### config.mk
export PLATFORM = sky130hd
export DESIGN_NAME = adc_conversion_control
export DESIGN_NICKNAME = d
export VERILOG_FILES = /design/src/adc_ctrl_pkg.sv /design/src/adc_conversion_control.sv
export SDC_FILE = /design/constraint.sdc
export NUM_CORES = 1
export LEC_CHECK = 0
export ABC_AREA = 0
export BUFFER_PORTS_ARGS = -buffer_cell sky130_fd_sc_hd__buf_2
export CAP_MARGIN = 10
export CORE_MARGIN = 2
export CORE_UTILIZATION = 45
export CTS_CLUSTER_SIZE = 8
export DETAILED_ROUTE_END_ITERATION = 12
export GPL_ROUTABILITY_DRIVEN = 0
export GPL_TIMING_DRIVEN = 0
export PLACE_DENSITY_LB_ADDON = 0.08
export SLEW_MARGIN = 25
export SYNTH_ARGS = -nofsm -noshare
export SYNTH_HDL_FRONTEND = slang
export SYNTH_SLANG_ARGS = --single-unit
### constraint.sdc
create_clock -name core_clk_i -period 6.6 [get_ports core_clk_i]
set_clock_uncertainty 0.2 [all_clocks]
set_input_delay 0.66 -clock core_clk_i [delete_from_list [all_inputs] [get_ports core_clk_i]]
set_output_delay 0.66 -clock core_clk_i [all_outputs]
set_load 0.05 [all_outputs]
### src/adc_ctrl_pkg.sv
// Package for the converter control block: register map, field layout, reset values, enums.
// Assumes a plain address/strobe register port with 8-bit data.
package adc_ctrl_pkg;
   localparam int ADDR_W = 4;
   localparam logic [3:0] OFS_STATUS_CTRL = 4'h0;
   localparam logic [3:0] OFS_CMP_CTRL = 4'h1;
   localparam logic [3:0] OFS_CONFIG = 4'h2;
   localparam logic [3:0] OFS_CMP_HIGH = 4'h3;
   localparam logic [3:0] OFS_CMP_LOW = 4'h4;
   localparam logic [3:0] OFS_RESULT_HIGH = 4'h5;
   localparam logic [3:0] OFS_RESULT_LOW = 4'h6;
   localparam logic [3:0] OFS_PIN_LOW = 4'h7;
   localparam logic [3:0] OFS_PIN_MID = 4'h8;
   localparam logic [3:0] OFS_PIN_HIGH = 4'h9;
   // Status/control: [7] complete flag, [6] irq enable, [5] continuous, [4:0] channel
   localparam int SC_FLAG_POS = 7;
   localparam int SC_IEN_POS = 6;
   localparam int SC_CONT_POS = 5;
   // Compare control: [6] hw trigger enable, [5] compare enable, [4] greater select
   localparam int CC_TRG_POS = 6;
   localparam int CC_CFE_POS = 5;
   localparam int CC_CGT_POS = 4;
   // Config: [6:5] divide, [3:2] mode, [1:0] clock source
   localparam int CF_DIV_LSB = 5;
   localparam int CF_MODE_LSB = 2;
   localparam int CF_CLK_LSB = 0;
   localparam logic [4:0] CHANNEL_OFF = 5'h1F;
   localparam logic [7:0] RST_STATUS_CTRL = 8'h1F;
   localparam logic [7:0] RST_ZERO = 8'h00;
   localparam logic [1:0] MODE_8 = 2'h0;
   localparam logic [1:0] MODE_12 = 2'h1;
   localparam logic [1:0] MODE_10 = 2'h2;
   localparam logic [1:0] SRC_BUS = 2'h0;
   localparam logic [1:0] SRC_BUS_HALF = 2'h1;
   localparam logic [1:0] SRC_ALT = 2'h2;
   localparam logic [1:0] SRC_ASYNC = 2'h3;
   localparam int ASYNC_DIV = 4;
   localparam int SAR_STEPS = 12;
   localparam int NUM_PADS = 24;
   typedef enum logic [1:0] {ST_DISABLED, ST_IDLE, ST_CONVERT} conv_state_t;
   typedef struct packed {
      logic [23:0] out_en_n;
      logic [23:0] in_en;
      logic [23:0] pull_en;
   } pad_ctrl_t;
endpackage : adc_ctrl_pkg

### src/adc_conversion_control.sv
// Control logic around a successive approximation converter: registers, clocking,
// triggering, result rounding, compare and pad control.
// Assumes the analog comparator answers each trial bit in the conversion clock step.
`timescale 1ns/1ps

// Notes on behaviour
// - Pad control bit set forces that pad's output driver off.
// - Pad control bit set disables input buffer; port read returns zero.
// - Pad control bit set disables that pad's pull-up.
// - Middle pin register bits 0..7 map to channels 8..15.
// - High pin register bits 0..7 map to channels 16..23.
// - Low pin register bit 1 is channel 1, bit 0 is channel 0.
// - Bit 0 keeps port control enabled; bit 1 disables it.
// - Converter disabled in reset and while channel select is all ones.
// - After completion the converter idles until a new start, except in continuous mode or while a held result passes compare.
// - Twelve bit internal result in 12/10 bit modes, nine in 8-bit.
// - Round to 10 bits over high/low, or 8 bits in low only.
// - After storing, set complete flag; interrupt when enable is one.
// - Automatic compare applies when compare enable set, in every mode.
// - Four clock sources by clock select; bus clock after reset.
// - Half-rate bus source gives overall divide up to sixteen.
// - Internal async clock generated here, keeps running in wait/stop3.
// - Selected source divided by 1, 2, 4 or 8 for conversion clock.
// - With hardware trigger enable one, start on each trigger rising edge.
// - Trigger edge during a conversion is ignored.
// - In continuous mode only the first trigger edge is obeyed.
// - Convert in 12, 10 or 8-bit mode; software or hardware start.
// - Mode 00 8-bit, 01 12-bit, 10 10-bit, 11 reserved.
// - Source 00 bus, 01 bus/2, 10 alternate, 11 async.
// - With compare on, flag only if result >= value (gt=1) or < (gt=0).
module adc_conversion_control
   import adc_ctrl_pkg::*;
(
   input wire logic core_clk_i, // 50 MHz core clock
   input wire logic rst_i, // Synchronous reset, active high
   input wire logic [3:0] addr_i, // Register address
   input wire logic [7:0] wdata_i, // Write data
   input wire logic wr_i, // Write strobe
   input wire logic rd_i, // Read strobe
   output logic [7:0] rdata_o, // Read data, cycle after strobe
   input wire logic alternate_clock_i, // Alternate clock, sampled
   input wire logic hw_trigger_input_i, // Asynchronous hardware trigger
   input wire logic cmp_bit_i, // Analog comparator decision
   input wire logic low_power_i, // Wait or stop3 in effect
   input wire logic [23:0] port_in_i, // Raw pad input levels
   output logic [23:0] port_read_o, // Gated pad levels to port logic
   output pad_ctrl_t pad_ctrl_o, // Per-pad driver/input/pull gates
   output logic [11:0] sar_trial_o, // Trial code to the DAC
   output logic [4:0] channel_o, // Selected analog channel
   output logic conv_active_o, // Converter powered and running
   output logic irq_o // Completion interrupt level
);
   logic [7:0] sc_reg, cc_reg, cfg_reg, cvh_reg, cvl_reg, rh_reg, rl_reg;
   logic [7:0] pin_low_reg, pin_mid_reg, pin_high_reg;
   logic [23:0] pad_disable;
   conv_state_t state_reg;
   logic [2:0] trg_sync;
   logic [2:0] alt_sync;
   logic trg_level_reg, alt_level_reg, alt_prev_reg;
   logic trg_rise;
   logic half_reg;
   logic [1:0] async_cnt_reg;
   logic src_tick;
   logic [2:0] div_cnt_reg;
   logic [2:0] div_max;
   logic ck_tick;
   logic [11:0] sar_reg;
   logic [3:0] step_reg;
   logic sw_start, cfg_write, start, disabled;
   logic hold_reg;
   logic [12:0] rounded;
   logic [11:0] result;
   logic [11:0] cmp_val;
   logic cmp_pass;
   logic done;
   logic [3:0] steps_needed;
   logic [1:0] mode;

   assign mode = cfg_reg[CF_MODE_LSB +: 2];
   assign disabled = (sc_reg[4:0] == CHANNEL_OFF);
   assign pad_disable = {pin_high_reg, pin_mid_reg, pin_low_reg};

   // Trigger synchroniser: edge taken once the last two stages agree high after low
   always_ff @(posedge core_clk_i)
   begin
      if (rst_i)
      begin
         trg_sync <= 3'h0;
         trg_level_reg <= 1'b0;
      end
      else
      begin
         trg_sync <= {trg_sync[1:0], hw_trigger_input_i};
         if (trg_sync[2] == trg_sync[1])
            trg_level_reg <= trg_sync[2];
      end
   end
   assign trg_rise = (trg_sync[2] == trg_sync[1]) && trg_sync[2] && !trg_level_reg;

   always_ff @(posedge core_clk_i)
   begin
      if (rst_i)
      begin
         alt_sync <= 3'h0;
         alt_level_reg <= 1'b0;
         alt_prev_reg <= 1'b0;
      end
      else
      begin
         alt_sync <= {alt_sync[1:0], alternate_clock_i};
         if (alt_sync[2] == alt_sync[1])
            alt_level_reg <= alt_sync[2];
         alt_prev_reg <= alt_level_reg;
      end
   end

   // Internal asynchronous source, free running so wait/stop3 do not halt it
   always_ff @(posedge core_clk_i)
   begin
      if (rst_i)
      begin
         half_reg <= 1'b0;
         async_cnt_reg <= 2'h0;
      end
      else
      begin
         half_reg <= !half_reg;
         async_cnt_reg <= async_cnt_reg + 2'h1;
      end
   end

   always_comb
   begin
      case (cfg_reg[CF_CLK_LSB +: 2])
         SRC_BUS: src_tick = 1'b1;
         SRC_BUS_HALF: src_tick = half_reg;
         SRC_ALT: src_tick = alt_level_reg && !alt_prev_reg;
         SRC_ASYNC: src_tick = (async_cnt_reg == 2'(ASYNC_DIV - 1));
         default: src_tick = 1'b1;
      endcase
   end

   always_comb
   begin
      case (cfg_reg[CF_DIV_LSB +: 2])
         2'h0: div_max = 3'h0;
         2'h1: div_max = 3'h1;
         2'h2: div_max = 3'h3;
         default: div_max = 3'h7;
      endcase
   end

   always_ff @(posedge core_clk_i)
   begin
      if (rst_i || state_reg != ST_CONVERT)
         div_cnt_reg <= 3'h0;
      else if (src_tick)
         div_cnt_reg <= (div_cnt_reg >= div_max) ? 3'h0 : div_cnt_reg + 3'h1;
   end
   assign ck_tick = src_tick && (div_cnt_reg >= div_max);

   // Bus side: wait/stop3 clear conv_active_o for every source but the internal async one
   assign sw_start = wr_i && addr_i == OFS_STATUS_CTRL && wdata_i[4:0] != CHANNEL_OFF;
   assign cfg_write = wr_i && (addr_i == OFS_CMP_CTRL || addr_i == OFS_CONFIG ||
      addr_i == OFS_CMP_HIGH || addr_i == OFS_CMP_LOW);
   assign start = (!cc_reg[CC_TRG_POS] && sw_start) ||
      (cc_reg[CC_TRG_POS] && trg_rise && state_reg == ST_IDLE && !disabled);
   assign steps_needed = (mode == MODE_8) ? 4'd9 : 4'd12;
   assign done = (state_reg == ST_CONVERT) && ck_tick && step_reg == steps_needed;

   // Rounding: add half an LSB of the target width, saturate on overflow
   always_comb
   begin
      rounded = 13'h0;
      result = sar_reg;
      cmp_val = {cvh_reg[3:0], cvl_reg};
      case (mode)
         MODE_10:
         begin
            rounded = {1'b0, sar_reg} + 13'h2;
            result = rounded[12] ? 12'h3FF : {2'h0, rounded[11:2]};
            cmp_val = {2'h0, cvh_reg[1:0], cvl_reg};
         end
         MODE_8:
         begin
            // Trial bits land MSB first, so the nine-bit result sits at the top
            rounded = {4'h0, sar_reg[11:3]} + 13'h1;
            result = rounded[9] ? 12'h0FF : {4'h0, rounded[8:1]};
            cmp_val = {4'h0, cvl_reg};
         end
         default:
         begin
            rounded = {1'b0, sar_reg};
            result = sar_reg;
         end
      endcase
   end
   assign cmp_pass = !cc_reg[CC_CFE_POS] ||
      (cc_reg[CC_CGT_POS] ? (result >= cmp_val) : (result < cmp_val));

   always_ff @(posedge core_clk_i)
   begin
      if (rst_i)
      begin
         state_reg <= ST_DISABLED;
         sar_reg <= 12'h0;
         step_reg <= 4'h0;
      end
      // A write naming a real channel leaves the off state, and starts in the same cycle when hardware trigger is off
      else if ((disabled && !sw_start) || (wr_i && addr_i == OFS_STATUS_CTRL && !sw_start))
         state_reg <= ST_DISABLED;
      else if (start || cfg_write)
      begin
         state_reg <= start ? ST_CONVERT : ST_IDLE;
         sar_reg <= 12'h0;
         step_reg <= 4'h0;
      end
      else
         case (state_reg)
            ST_DISABLED: state_reg <= ST_IDLE;
            ST_IDLE: state_reg <= ST_IDLE;
            ST_CONVERT:
               if (done)
               begin
                  step_reg <= 4'h0;
                  sar_reg <= 12'h0;
                  state_reg <= (sc_reg[SC_CONT_POS] || (hold_reg && cmp_pass)) ?
                     ST_CONVERT : ST_IDLE;
               end
               else if (ck_tick)
               begin
                  sar_reg[4'd11 - step_reg] <= cmp_bit_i;
                  step_reg <= step_reg + 4'h1;
               end
            default: state_reg <= ST_DISABLED;
         endcase
   end

   // Trial code presents current bit as one over earlier decisions
   always_ff @(posedge core_clk_i)
   begin
      if (rst_i)
         sar_trial_o <= 12'h0;
      else if (state_reg == ST_CONVERT && step_reg < 4'd12)
         sar_trial_o <= sar_reg | (12'h800 >> step_reg);
      else
         sar_trial_o <= 12'h0;
   end

   // Reading result high outside 8-bit mode holds off new results until result low is read
   always_ff @(posedge core_clk_i)
   begin
      if (rst_i)
         hold_reg <= 1'b0;
      else if (rd_i && addr_i == OFS_RESULT_LOW)
         hold_reg <= 1'b0;
      else if (rd_i && addr_i == OFS_RESULT_HIGH && mode != MODE_8)
         hold_reg <= 1'b1;
   end

   always_ff @(posedge core_clk_i)
   begin
      if (rst_i)
      begin
         rh_reg <= RST_ZERO;
         rl_reg <= RST_ZERO;
      end
      else if (done && cmp_pass && !hold_reg)
      begin
         rh_reg <= (mode == MODE_8) ? RST_ZERO : {4'h0, result[11:8]};
         rl_reg <= result[7:0];
      end
   end

   always_ff @(posedge core_clk_i)
   begin
      if (rst_i)
      begin
         sc_reg <= RST_STATUS_CTRL;
         cc_reg <= RST_ZERO;
         cfg_reg <= RST_ZERO;
         cvh_reg <= RST_ZERO;
         cvl_reg <= RST_ZERO;
         pin_low_reg <= RST_ZERO;
         pin_mid_reg <= RST_ZERO;
         pin_high_reg <= RST_ZERO;
      end
      else
      begin
         // Store beats a same-cycle write clearing the flag
         if (done && cmp_pass && !hold_reg)
            sc_reg[SC_FLAG_POS] <= 1'b1;
         else if (wr_i && addr_i == OFS_STATUS_CTRL)
            sc_reg[SC_FLAG_POS] <= 1'b0;
         else if (rd_i && addr_i == OFS_RESULT_LOW)
            sc_reg[SC_FLAG_POS] <= 1'b0;
         if (wr_i)
            case (addr_i)
               OFS_STATUS_CTRL: sc_reg[6:0] <= wdata_i[6:0];
               OFS_CMP_CTRL: cc_reg <= {1'b0, wdata_i[6:4], 4'h0};
               OFS_CONFIG: cfg_reg <= wdata_i;
               OFS_CMP_HIGH: cvh_reg <= {4'h0, wdata_i[3:0]};
               OFS_CMP_LOW: cvl_reg <= wdata_i;
               OFS_PIN_LOW: pin_low_reg <= wdata_i;
               OFS_PIN_MID: pin_mid_reg <= wdata_i;
               OFS_PIN_HIGH: pin_high_reg <= wdata_i;
               default: ;
            endcase
      end
   end

   always_ff @(posedge core_clk_i)
   begin
      if (rst_i)
         rdata_o <= RST_ZERO;
      else if (rd_i)
         case (addr_i)
            OFS_STATUS_CTRL: rdata_o <= sc_reg;
            OFS_CMP_CTRL: rdata_o <= {cc_reg[7], state_reg == ST_CONVERT, cc_reg[5:0]};
            OFS_CONFIG: rdata_o <= cfg_reg;
            OFS_CMP_HIGH: rdata_o <= cvh_reg;
            OFS_CMP_LOW: rdata_o <= cvl_reg;
            OFS_RESULT_HIGH: rdata_o <= rh_reg;
            OFS_RESULT_LOW: rdata_o <= rl_reg;
            OFS_PIN_LOW: rdata_o <= pin_low_reg;
            OFS_PIN_MID: rdata_o <= pin_mid_reg;
            OFS_PIN_HIGH: rdata_o <= pin_high_reg;
            default: rdata_o <= RST_ZERO;
         endcase
      else
         rdata_o <= RST_ZERO;
   end

   genvar gi;
   generate
      for (gi = 0; gi < NUM_PADS; gi++)
      begin : g_pad
         always_ff @(posedge core_clk_i)
         begin
            if (rst_i)
            begin
               pad_ctrl_o.out_en_n[gi] <= 1'b0;
               pad_ctrl_o.in_en[gi] <= 1'b1;
               pad_ctrl_o.pull_en[gi] <= 1'b1;
               port_read_o[gi] <= 1'b0;
            end
            else
            begin
               pad_ctrl_o.out_en_n[gi] <= pad_disable[gi];
               pad_ctrl_o.in_en[gi] <= !pad_disable[gi];
               pad_ctrl_o.pull_en[gi] <= !pad_disable[gi];
               port_read_o[gi] <= port_in_i[gi] && !pad_disable[gi];
            end
         end
      end
   endgenerate

   always_ff @(posedge core_clk_i)
   begin
      if (rst_i)
      begin
         channel_o <= CHANNEL_OFF;
         conv_active_o <= 1'b0;
         irq_o <= 1'b0;
      end
      else
      begin
         channel_o <= sc_reg[4:0];
         conv_active_o <= (state_reg == ST_CONVERT) && (!low_power_i ||
            cfg_reg[CF_CLK_LSB +: 2] == SRC_ASYNC);
         irq_o <= sc_reg[SC_FLAG_POS] && sc_reg[SC_IEN_POS];
      end
   end
endmodule : adc_conversion_control

==> out/metrics.yaml, run 1 <==
p_per_area_nw_per_um2: 235.2
pre_cts_slack_ps: 2014
antenna_found_initial: 0
drv_slew: 0
post_cts_resized: 0
p_int_mw: 1.787
final_antenna_net_count: 0
worstHoldPathCells: 2
tns_ps: 0
core_area_um2: 18830
drt-initial-drc-count: 659
fin_crit_sh: 0.7084
largest_reg_flops: 48
use_met2: 0.4044
p_leak_nw: 4.008
cap_violations: 0
fin_nets: 1219
ir_worst_vdd_v: 0.0001858
dpl-instance-area_um2: 9837
rsz0062_at_grt: "false"
syn_area_per_cell_um2: 8.985
finalNonFillerCells: 1421
yosysTopAreaCell: "dfxtp_1"
clkPwrFrac: 0.418
min_path_type: "primary input to flip-flop"
outcome: "finished, final reports clean"
grt_max_degree: 21
use_met3: 0.04527
tightest_slew_ps: 913.7
cts_sinks: 200
p_total_mw: 2.450
die_w_um: 143.2
vias: 7729
min_period_ps: 4676
grt.busiest_layer: "met2"
synthFlopType: "dfxtp_1"
dieArea_um2: 20500
io_pins: 167
synth_seq_area_share: 0.4594
die_h_um: 143.2
r2r_cells: 13
synth.area.top_cells: "dfxtp_1 46%, a21oi_1 4.4%, mux2i_1 4.4%"
holdWs_ps: 196.6
p_switching_mw: 0.6630
finalHoldViolCount: 0
clockBufferDepth: 2
area_growth_pct: 19.54
worstSetupPathType: "flip-flop to flip-flop"
fillers: 1844
route.detailed.drc: 0
num_rows: 50
initial_utilization: 0.4629
syn_inst: 970
diodes: 0
hpwl_um: 19040
synth_edf_count: 0
wl_per_cell_um: 17.67
cp.arrival_ps: 4830
post_cts_buffers: 0
final.setup.worst_slack_ps: 1924
h-tree-depth: 4
clock_latency_ps: 440
max_freq_mhz: 213.9
ys_ff_latch: 200
grt_pass1_wl_um: 38520
cp-start-kind: "flip-flop"
async_flop_share: 0
cts_hold_buf: 0
root_buffer: "clkbuf_16"
drive_gt1_frac: 0.2248
crit_required_ps: 6750
viasPerCell: 5.439
yosysWarnings: 0
power_frac_comb: 0.078
cts_tree: "built"
grt_pass1_vias: 7023
final_cell_area_um2: 10420
cts_buffers: 17
yosys.area.top_type_share: 0.4594
dp.cells: 1389
pwr-share-seq: 0.504
synth_area_um2: 8716
relSlewSlack: 0.3886
dr.pass1.iters: 6
grt_overflow: 0
synth.distinct_cells: 72
clk_pin_slew_ps: 70
netSwitchingFraction: 0.2706
finalSetupViolCount: 0
post-route-util: 0.5533
grt_usage: 0.2457
wl_um: 25110
io_buffers: 159
end_kind: "flip-flop"
critPathMaxFanout: 10
gr-usage-met1: 0.3227
synthesis.nets: 1041
-- critical path, stage by stage, from the launching register on --
cell	delay, ps
dfxtp_1	310
clkbuf_1	430
nand3_1	240
o31ai_1	620
inv_1	120
a221oi_1	520
ha_1	350
a21oi_1	150
nor3_1	90
or3_1	380
o311ai_2	580
buf_2	320
a31oi_1	100
nor3_1	190
-- layout make-up --
type                    instances  area [um^2]  area share
multi-input cells             634         4081      0.3917
flip-flops and latches        200         4004      0.3843
repair buffers                159        795.8     0.07638
plain buffers                  89        454.2     0.04359
clock buffers                  18        429.2     0.04119
well taps                     260        325.3     0.03122
inverters                      47        176.4     0.01693
clock inverters                14        152.6     0.01465
-- final timing paths --
path / startpoint / end / slack, ps
max reg2reg: sar_reg[11]$_SDFFE_PP0P_ / rh_reg[1]$_SDFFE_PP0P_ / 1920
max: sar_reg[11]$_SDFFE_PP0P_ / rh_reg[1]$_SDFFE_PP0P_ / 1920
min: low_power_i / conv_active_o$_SDFF_PP0_ / 200
min reg2reg: async_cnt_reg[0]$_SDFF_PP0_ / async_cnt_reg[0]$_SDFF_PP0_ / 220
-- metal layers --
metal / vias to the layer above / wire length [um]
li1: 3729 / -
met1: 3627 / 10770
met2: 326 / 11760
met3: 47 / 1914
met4: 0 / 660
met5: - / 0
-- cells in the mapped netlist (3+ instances only) --
cell type	n
nor3b_1	26
or2_2	9
dfxtp_1	200
o31ai_1	20
buf_2	12
a31oi_1	9
a21o_1	4
o311ai_2	3
a21oi_1	76
a211oi_1	3
nand3b_1	3
inv_1	46
mux2_2	7
and3_1	7
nand2_1	84
buf_4	24
nand3_1	51
o211ai_1	7
or3_1	4
xnor2_1	8
a22oi_1	9
a31o_2	3
nand2b_1	6
nor2b_1	44
nor2_1	71
and2_1	7
nand4_1	13
buf_1	11
a221oi_1	6
mux2i_1	38
ha_1	27
o32ai_1	3
o21ai_0	22
clkbuf_1	40
nor4_1	5
nor3_1	11
a22o_1	4
-- layout by cell type, fill, tap and decap left out, types with 11 or more instances in the layout --
master and count:
a21oi_1 76, buf_1 11, buf_2 171, buf_4 24, clkbuf_1 41, clkbuf_16 17, dfxtp_1 200, ha_1 27
inv_1 46, mux2i_1 38, nand2_1 84, nand3_1 51, nand4_1 13, nor2_1 71, nor2b_1 44, nor3_1 11
nor3b_1 26, o21ai_0 22, o31ai_1 20
-- power groups by stage --
stage	sequential [mW]	combinational (mW)	clock, mW
after detailed placement	1.26	0.190	0
after floorplan	1.30	0.0908	0
after global routing	1.24	0.206	1.09
after global placement	1.26	0.189	0
after CTS	1.24	0.190	1.04
final	1.24	0.191	1.02
-- cell families (layout without fill, tap and decap cells) --
group / after synthesis / count (layout) / synth area share
buffers and inverters: 136 / 327 / 0.07235
adder cells (fa/ha/maj): 27 / 27 / 0.03876
flip-flops: 200 / 200 / 0.4594
AO/OA/AOI/OAI: 195 / 195 / 0.1490
XOR/XNOR: 10 / 10 / 0.01005
AND/OR/NAND/NOR: 356 / 356 / 0.2152
multiplexers: 46 / 46 / 0.05527
No activity file was read; power rests on OpenSTA's default activity.
==> run 2, diff against run 1 <==
clock period = 4.2 ns   (was 6.6 ns; I/O delays follow)
==> run 2 against run 1 <==
  * Wire length up 0.14%
  * Cell area is 0.71% higher
  * Highest routed layer unchanged
  * Cell count stayed put
  * Die area is the same
  * Sequential share of layout area is 0.25 points lower
  * Utilization increased by 0.39 points
  * Non-clock buffer count did not move
==> out/metrics.yaml, run 2 (synthesis results as in run 1) <==
finalSetupViolCount: 0  # unchanged
fillers: 1832  # was 1844
wl_um: 25140  # was 25110 um
post-route-util: 0.5572  # was 0.5533
grt_pass1_wl_um: 38600  # was 38520 um
worstHoldPathCells: 2  # unchanged
antenna_found_initial: 0  # unchanged
cts_sinks: 200  # unchanged
hpwl_um: 19040  # unchanged
tns_ps: 0  # unchanged
gr-usage-met1: 0.3236  # was 0.3227
netSwitchingFraction: 0.2704  # was 0.2706
relSlewSlack: 0.3901  # was 0.3886
min_path_type: "primary input to flip-flop"  # unchanged
viasPerCell: 5.433  # was 5.439
drive_gt1_frac: 0.2326  # was 0.2248
r2r_cells: 12  # was 13
core_area_um2: 18830  # unchanged
io_pins: 167  # unchanged
worstSetupPathType: "flip-flop to flip-flop"  # unchanged
max_freq_mhz: 252.4  # was 213.9 MHz
fin_nets: 1219  # unchanged
finalHoldViolCount: 0  # unchanged
clockBufferDepth: 2  # unchanged
final_cell_area_um2: 10490  # was 10420 um^2
diodes: 0  # unchanged
ir_worst_vdd_v: 0.0002911  # was 0.0001858 V
drv_slew: 0  # unchanged
area_growth_pct: 20.39  # was 19.54%
outcome: "finished, final reports clean"  # unchanged
use_met2: 0.4052  # was 0.4044
grt_pass1_vias: 7028  # was 7023
seqCellArea_um2: 4006  # was 4004 um^2
multi_input_area_um2: 4130  # was 4081 um^2
dr.pass1.iters: 8  # was 6
grt_overflow: 0  # unchanged
dpl-instance-area_um2: 9837  # unchanged
initial_utilization: 0.4629  # unchanged
fin_crit_sh: 0.9435  # was 0.7084
grt.busiest_layer: "met2"  # unchanged
dp.cells: 1389  # unchanged
slowest_delay_ps: 550  # was 620 ps
largest_reg_flops: 48  # unchanged
path_common_cell: "nor3_1"  # unchanged
cp.arrival_ps: 4120  # was 4830 ps
p_per_area_nw_per_um2: 367.2  # was 235.2 nW/um^2
cp-start-kind: "flip-flop"  # unchanged
vias: 7721  # was 7729
clk_pin_slew_ps: 80  # was 70 ps
p_leak_nw: 4.018  # was 4.008 nW
p_int_mw: 2.811  # was 1.787 mW
route.detailed.drc: 0  # unchanged
p_switching_mw: 1.042  # was 0.6630 mW
clock_latency_ps: 440  # about the same
post_cts_buffers: 0  # unchanged
path_cells: "nand3_1 -> o31ai_4 -> inv_1 -> a221oi_2 -> ha_1 -> a21oi_1 -> nor3_1 -> or3_1 -> o311ai_4 -> buf_2 -> a31oi_1 -> nor3_1"  # was clkbuf_1 -> nand3_1 -> o31ai_1 -> inv_1 -> a221oi_1 -> ha_1 -> a21oi_1 -> nor3_1 -> or3_1 -> o311ai_2 -> buf_2 -> a31oi_1 -> nor3_1
die_h_um: 143.2  # unchanged
clkPwrFrac: 0.417  # was 0.418
end_kind: "flip-flop"  # unchanged
most-common-layout-cells: "198 x dfxtp_1, 171 x buf_2, 84 x nand2_1"  # was 200 x dfxtp_1, 171 x buf_2, 84 x nand2_1
dieArea_um2: 20500  # unchanged
crit_required_ps: 4350  # was 6750 ps
holdWs_ps: 30.39  # was 196.6 ps
critPathMaxFanout: 10  # unchanged
cpMaxStageDelayCell: "dfxtp_1"  # was o31ai_1
tightest_slew_ps: 911.5  # was 913.7 ps
power_frac_comb: 0.079  # was 0.078
use_met3: 0.04527  # unchanged
wl_per_cell_um: 17.69  # was 17.67 um
min_period_ps: 3963  # was 4676 ps
cts_buffers: 17  # unchanged
io_buffers: 159  # unchanged
finalNonFillerCells: 1421  # unchanged
die_w_um: 143.2  # unchanged
pwr-share-seq: 0.504  # about the same
drt-initial-drc-count: 646  # was 659
cts_tree: "built"  # unchanged
final_antenna_net_count: 0  # unchanged
cap_violations: 0  # unchanged
grt_max_degree: 21  # unchanged
num_rows: 50  # unchanged
mostFrequentLayoutCell: "dfxtp_1"  # unchanged
h-tree-depth: 4  # unchanged
root_buffer: "clkbuf_16"  # unchanged
grt_usage: 0.2462  # was 0.2457
## run 2: cell type report
cell class	count	area share
Inverter	47	0.01717
Buffer	86	0.04221
Sequential cell	200	0.3818
Multi-Input combinational cell	634	0.3936
Clock buffer	18	0.04090
Tap cell	260	0.03100
Timing Repair Buffer	162	0.07870
Clock inverter	14	0.01455
## run 2: stage by stage
| step | setup slack (ps) | total power [mW] |
|---|---|---|
| 2_1_floorplan | 626.8 | 2.184 |
| 3_3_place_gp | -381.9 | 2.283 |
| 3_5_place_dp | -385.8 | 2.284 |
| 4_1_cts | 26.29 | 3.876 |
| 5_1_grt | -11.90 | 3.976 |
| 6_report | 237.4 | 3.853 |
## run 2: critical path: cells and delay by family (launching register included)
| kind | cells | cell delay (ps) |
|---|---|---|
| AOI/OAI and AO/OA | 5 | 1440 |
| and+or+nand+nor | 4 | 940 |
| DFF | 1 | 550 |
| buffers and inverters | 2 | 420 |
| adders and majority gates | 1 | 320 |
## run 2: power by group through the flow
stage | clock network (mW) | registers (mW) | logic [mW]
2_1_floorplan | 0 | 2.04 | 0.143
3_3_place_gp | 0 | 1.99 | 0.297
3_5_place_dp | 0 | 1.99 | 0.299
4_1_cts | 1.63 | 1.94 | 0.302
5_1_grt | 1.70 | 1.95 | 0.327
6_report | 1.61 | 1.94 | 0.304
## run 2: repair_timing
item	4_1_cts	5_1_grt
hold buffers	3	0
pin swaps	0	0
gates resized for setup	3	9
endpoints found under the setup margin	15	14
endpoints found under the hold margin	3	0
## run 2: per-layer routing
metal / vias up / routed length [um]
li1: 3724 / -
met1: 3654 / 10910
met2: 307 / 11890
met3: 36 / 1765
met4: 0 / 577
met5: - / 0
## run 2: final timing paths
| kind | endpoint | slack, ps | start |
|---|---|---|---|
| worst max register to register | rh_reg[1]$_SDFFE_PP0P_ | 240 | sar_reg[10]$_SDFFE_PP0P_ |
| worst max-delay path | rh_reg[1]$_SDFFE_PP0P_ | 240 | sar_reg[10]$_SDFFE_PP0P_ |
| worst min register to register | async_cnt_reg[0]$_SDFF_PP0_ | 220 | async_cnt_reg[0]$_SDFF_PP0_ |
| worst min-delay path | port_read_o[16]$_SDFF_PP0_ | 30 | port_in_i[16] |
==> run 3, diff against run 2 <==
CORE_MARGIN = default   (was 2)
==> run 3 against run 2 <==
  * Sequential power about the same
  * Fmax decreased by 0.19%
  * Cell area is 0.21% higher
  * Critical path type unchanged
==> out/metrics.yaml, run 3 (synthesis results as in run 1) <==
cts_sinks: 200  # unchanged
drv_slew: 0  # unchanged
clock_latency_ps: 440  # about the same
min_path_type: "primary input to flip-flop"  # unchanged
worstHoldPathCells: 2  # unchanged
p_leak_nw: 4.032  # was 4.018 nW
crit_required_ps: 4360  # was 4350 ps
mostFrequentLayoutCell: "dfxtp_1"  # unchanged
slowest_delay_ps: 530  # was 550 ps
clk_pin_slew_ps: 80  # about the same
grt_usage: 0.2555  # was 0.2462
grt_pass1_wl_um: 38820  # was 38600 um
most-common-layout-cells: "197 x dfxtp_1, 171 x buf_2, 84 x nand2_1"  # was 198 x dfxtp_1, 171 x buf_2, 84 x nand2_1
finalSetupViolCount: 0  # unchanged
h-tree-depth: 4  # unchanged
cts_buffers: 17  # unchanged
viasPerCell: 5.354  # was 5.433
vias: 7613  # was 7721
cp.arrival_ps: 4130  # was 4120 ps
drive_gt1_frac: 0.2349  # was 0.2326
clockBufferDepth: 2  # unchanged
drt-initial-drc-count: 582  # was 646
p_per_area_nw_per_um2: 370.6  # was 367.2 nW/um^2
min_period_ps: 3970  # was 3963 ps
tns_ps: 0  # unchanged
path_cells: "nand3_1 -> nor2_2 -> a21oi_1 -> a221oi_2 -> buf_4 -> ha_1 -> a21oi_1 -> nor3_1 -> or3_1 -> o311ai_4 -> buf_2 -> nand4_1 -> a21oi_1"  # was nand3_1 -> o31ai_4 -> inv_1 -> a221oi_2 -> ha_1 -> a21oi_1 -> nor3_1 -> or3_1 -> o311ai_4 -> buf_2 -> a31oi_1 -> nor3_1
ir_worst_vdd_v: 0.0002937  # was 0.0002911 V
end_kind: "flip-flop"  # unchanged
critPathMaxFanout: 10  # unchanged
r2r_cells: 13  # was 12
final.setup.worst_slack_ps: 229.9  # was 237.4 ps
io_pins: 167  # unchanged
worstSetupPathType: "flip-flop to flip-flop"  # unchanged
r2r_slack_ps: 230  # was 240 ps
dieArea_um2: 19930  # was 20500 um^2
hpwl_um: 18760  # was 19040 um
area_growth_pct: 20.64  # was 20.39%
finalHoldViolCount: 0  # unchanged
wl_per_cell_um: 17.50  # was 17.69 um
cts_tree: "built"  # unchanged
antenna_found_initial: 0  # unchanged
die_w_um: 141.2  # was 143.2 um
io_buffers: 159  # unchanged
outcome: "finished, final reports clean"  # unchanged
die_h_um: 141.2  # was 143.2 um
r2r-end: "rl_reg[1]$_SDFFE_PP0P_"  # was rh_reg[1]$_SDFFE_PP0P_
num_rows: 50  # unchanged
grt_pass1_vias: 7011  # was 7028
wl_um: 24880  # was 25140 um
tightest_slew_ps: 906.8  # was 911.5 ps
relSlewSlack: 0.3933  # was 0.3901
cp-start-kind: "flip-flop"  # unchanged
pre_cts_slack_ps: -411.2  # was -385.8 ps
fin_crit_sh: 0.9453  # was 0.9435
final_antenna_net_count: 0  # unchanged
root_buffer: "clkbuf_16"  # unchanged
dr.pass1.iters: 5  # was 8
whs_endpoint: "port_read_o[7]$_SDFF_PP0_"  # was port_read_o[16]$_SDFF_PP0_
cap_violations: 0  # unchanged
initial_utilization: 0.4629  # unchanged
core_area_um2: 18830  # unchanged
r2r-start: "sar_reg[10]$_SDFFE_PP0P_"  # unchanged
diodes: 0  # unchanged
path_common_cell: "a21oi_1"  # was nor3_1
grt_overflow: 0  # unchanged
hold_start: "port_in_i[7]"  # was port_in_i[16]
route.detailed.drc: 0  # unchanged
grt_max_degree: 20  # was 21
fin_nets: 1220  # was 1219
max_freq_mhz: 251.9  # was 252.4 MHz
largest_reg_flops: 48  # unchanged
cpMaxStageDelayCell: "dfxtp_1"  # unchanged
## run 3: area by class of cell
cell class	instances	area (um^2)
Fill cell	1747	8315
Multi-Input combinational cell	634	4130
Sequential cell	200	4008
Timing Repair Buffer	163	833.3
Buffer	86	442.9
Clock buffer	18	439.2
Tap cell	260	325.3
Inverter	47	180.2
Clock inverter	14	156.4
## run 3: layer usage
layer  global-route usage  share of wire  up-vias
li1                     -              -     3728
met1               0.3344           0.44     3555
met2               0.4156           0.47      290
met3              0.05299          0.066       40
met4              0.09153          0.022        0
met5                    0              0        -
## run 3: through the flow
step,power (mW),hold WS (ps),cells,util,area [um^2]
after floorplan,2.184,191.8,970,-,8716
after global placement,2.283,199.4,1389,0.5224,9837
after detailed placement,2.283,205.3,1389,0.5224,9837
after CTS,3.917,22.12,1422,0.5563,10480
after global routing,4.009,22.32,1422,0.5584,10520
final,3.897,29.21,1422,0.5584,10520
## run 3: worst max-delay path: cells and delay by family, from the launching register on
family / cells / cell delay, ps
buffers and inverters: 2 / 460
adder cells (fa/ha/maj): 1 / 250
AO/OA/AOI/OAI: 5 / 1320
flip-flops: 1 / 530
AND/OR/NAND/NOR: 5 / 1120
## run 3: worst max-delay path by stage
| stage | start | endpoint | slack [ps] | depth (start not counted) |
|---|---|---|---|---|
| 3_3_place_gp | sar_reg[11]$_SDFFE_PP0P_ | rl_reg[7]$_SDFFE_PP0P_ | -410 | 13 |
| 4_1_cts | sar_reg[8]$_SDFFE_PP0P_ | rh_reg[1]$_SDFFE_PP0P_ | 50 | 12 |
| 2_1_floorplan | sar_reg[9]$_SDFFE_PP0P_ | rl_reg[0]$_SDFFE_PP0P_ | 630 | 13 |
| 6_report | sar_reg[10]$_SDFFE_PP0P_ | rl_reg[1]$_SDFFE_PP0P_ | 230 | 13 |
| 5_1_grt | sar_reg[9]$_SDFFE_PP0P_ | state_reg[1]$_SDFFE_PP0P_ | -30 | 13 |
| 3_5_place_dp | sar_reg[11]$_SDFFE_PP0P_ | rl_reg[7]$_SDFFE_PP0P_ | -410 | 13 |
## run 3: timing repair
item                                   4_1_cts  5_1_grt
endpoints found under the hold margin        3        0
pin swaps                                    0        1
gates resized for setup                      3       10
hold buffers                                 3        0
setup endpoints to repair                   15       12
setup buffers                                0        1
## run 3: power by group
part | switching, mW | internal [mW] | total [mW]
Clock | 0.788 | 0.862 | 1.65
Sequential | 0.0169 | 1.92 | 1.94
Combinational | 0.218 | 0.0873 | 0.305
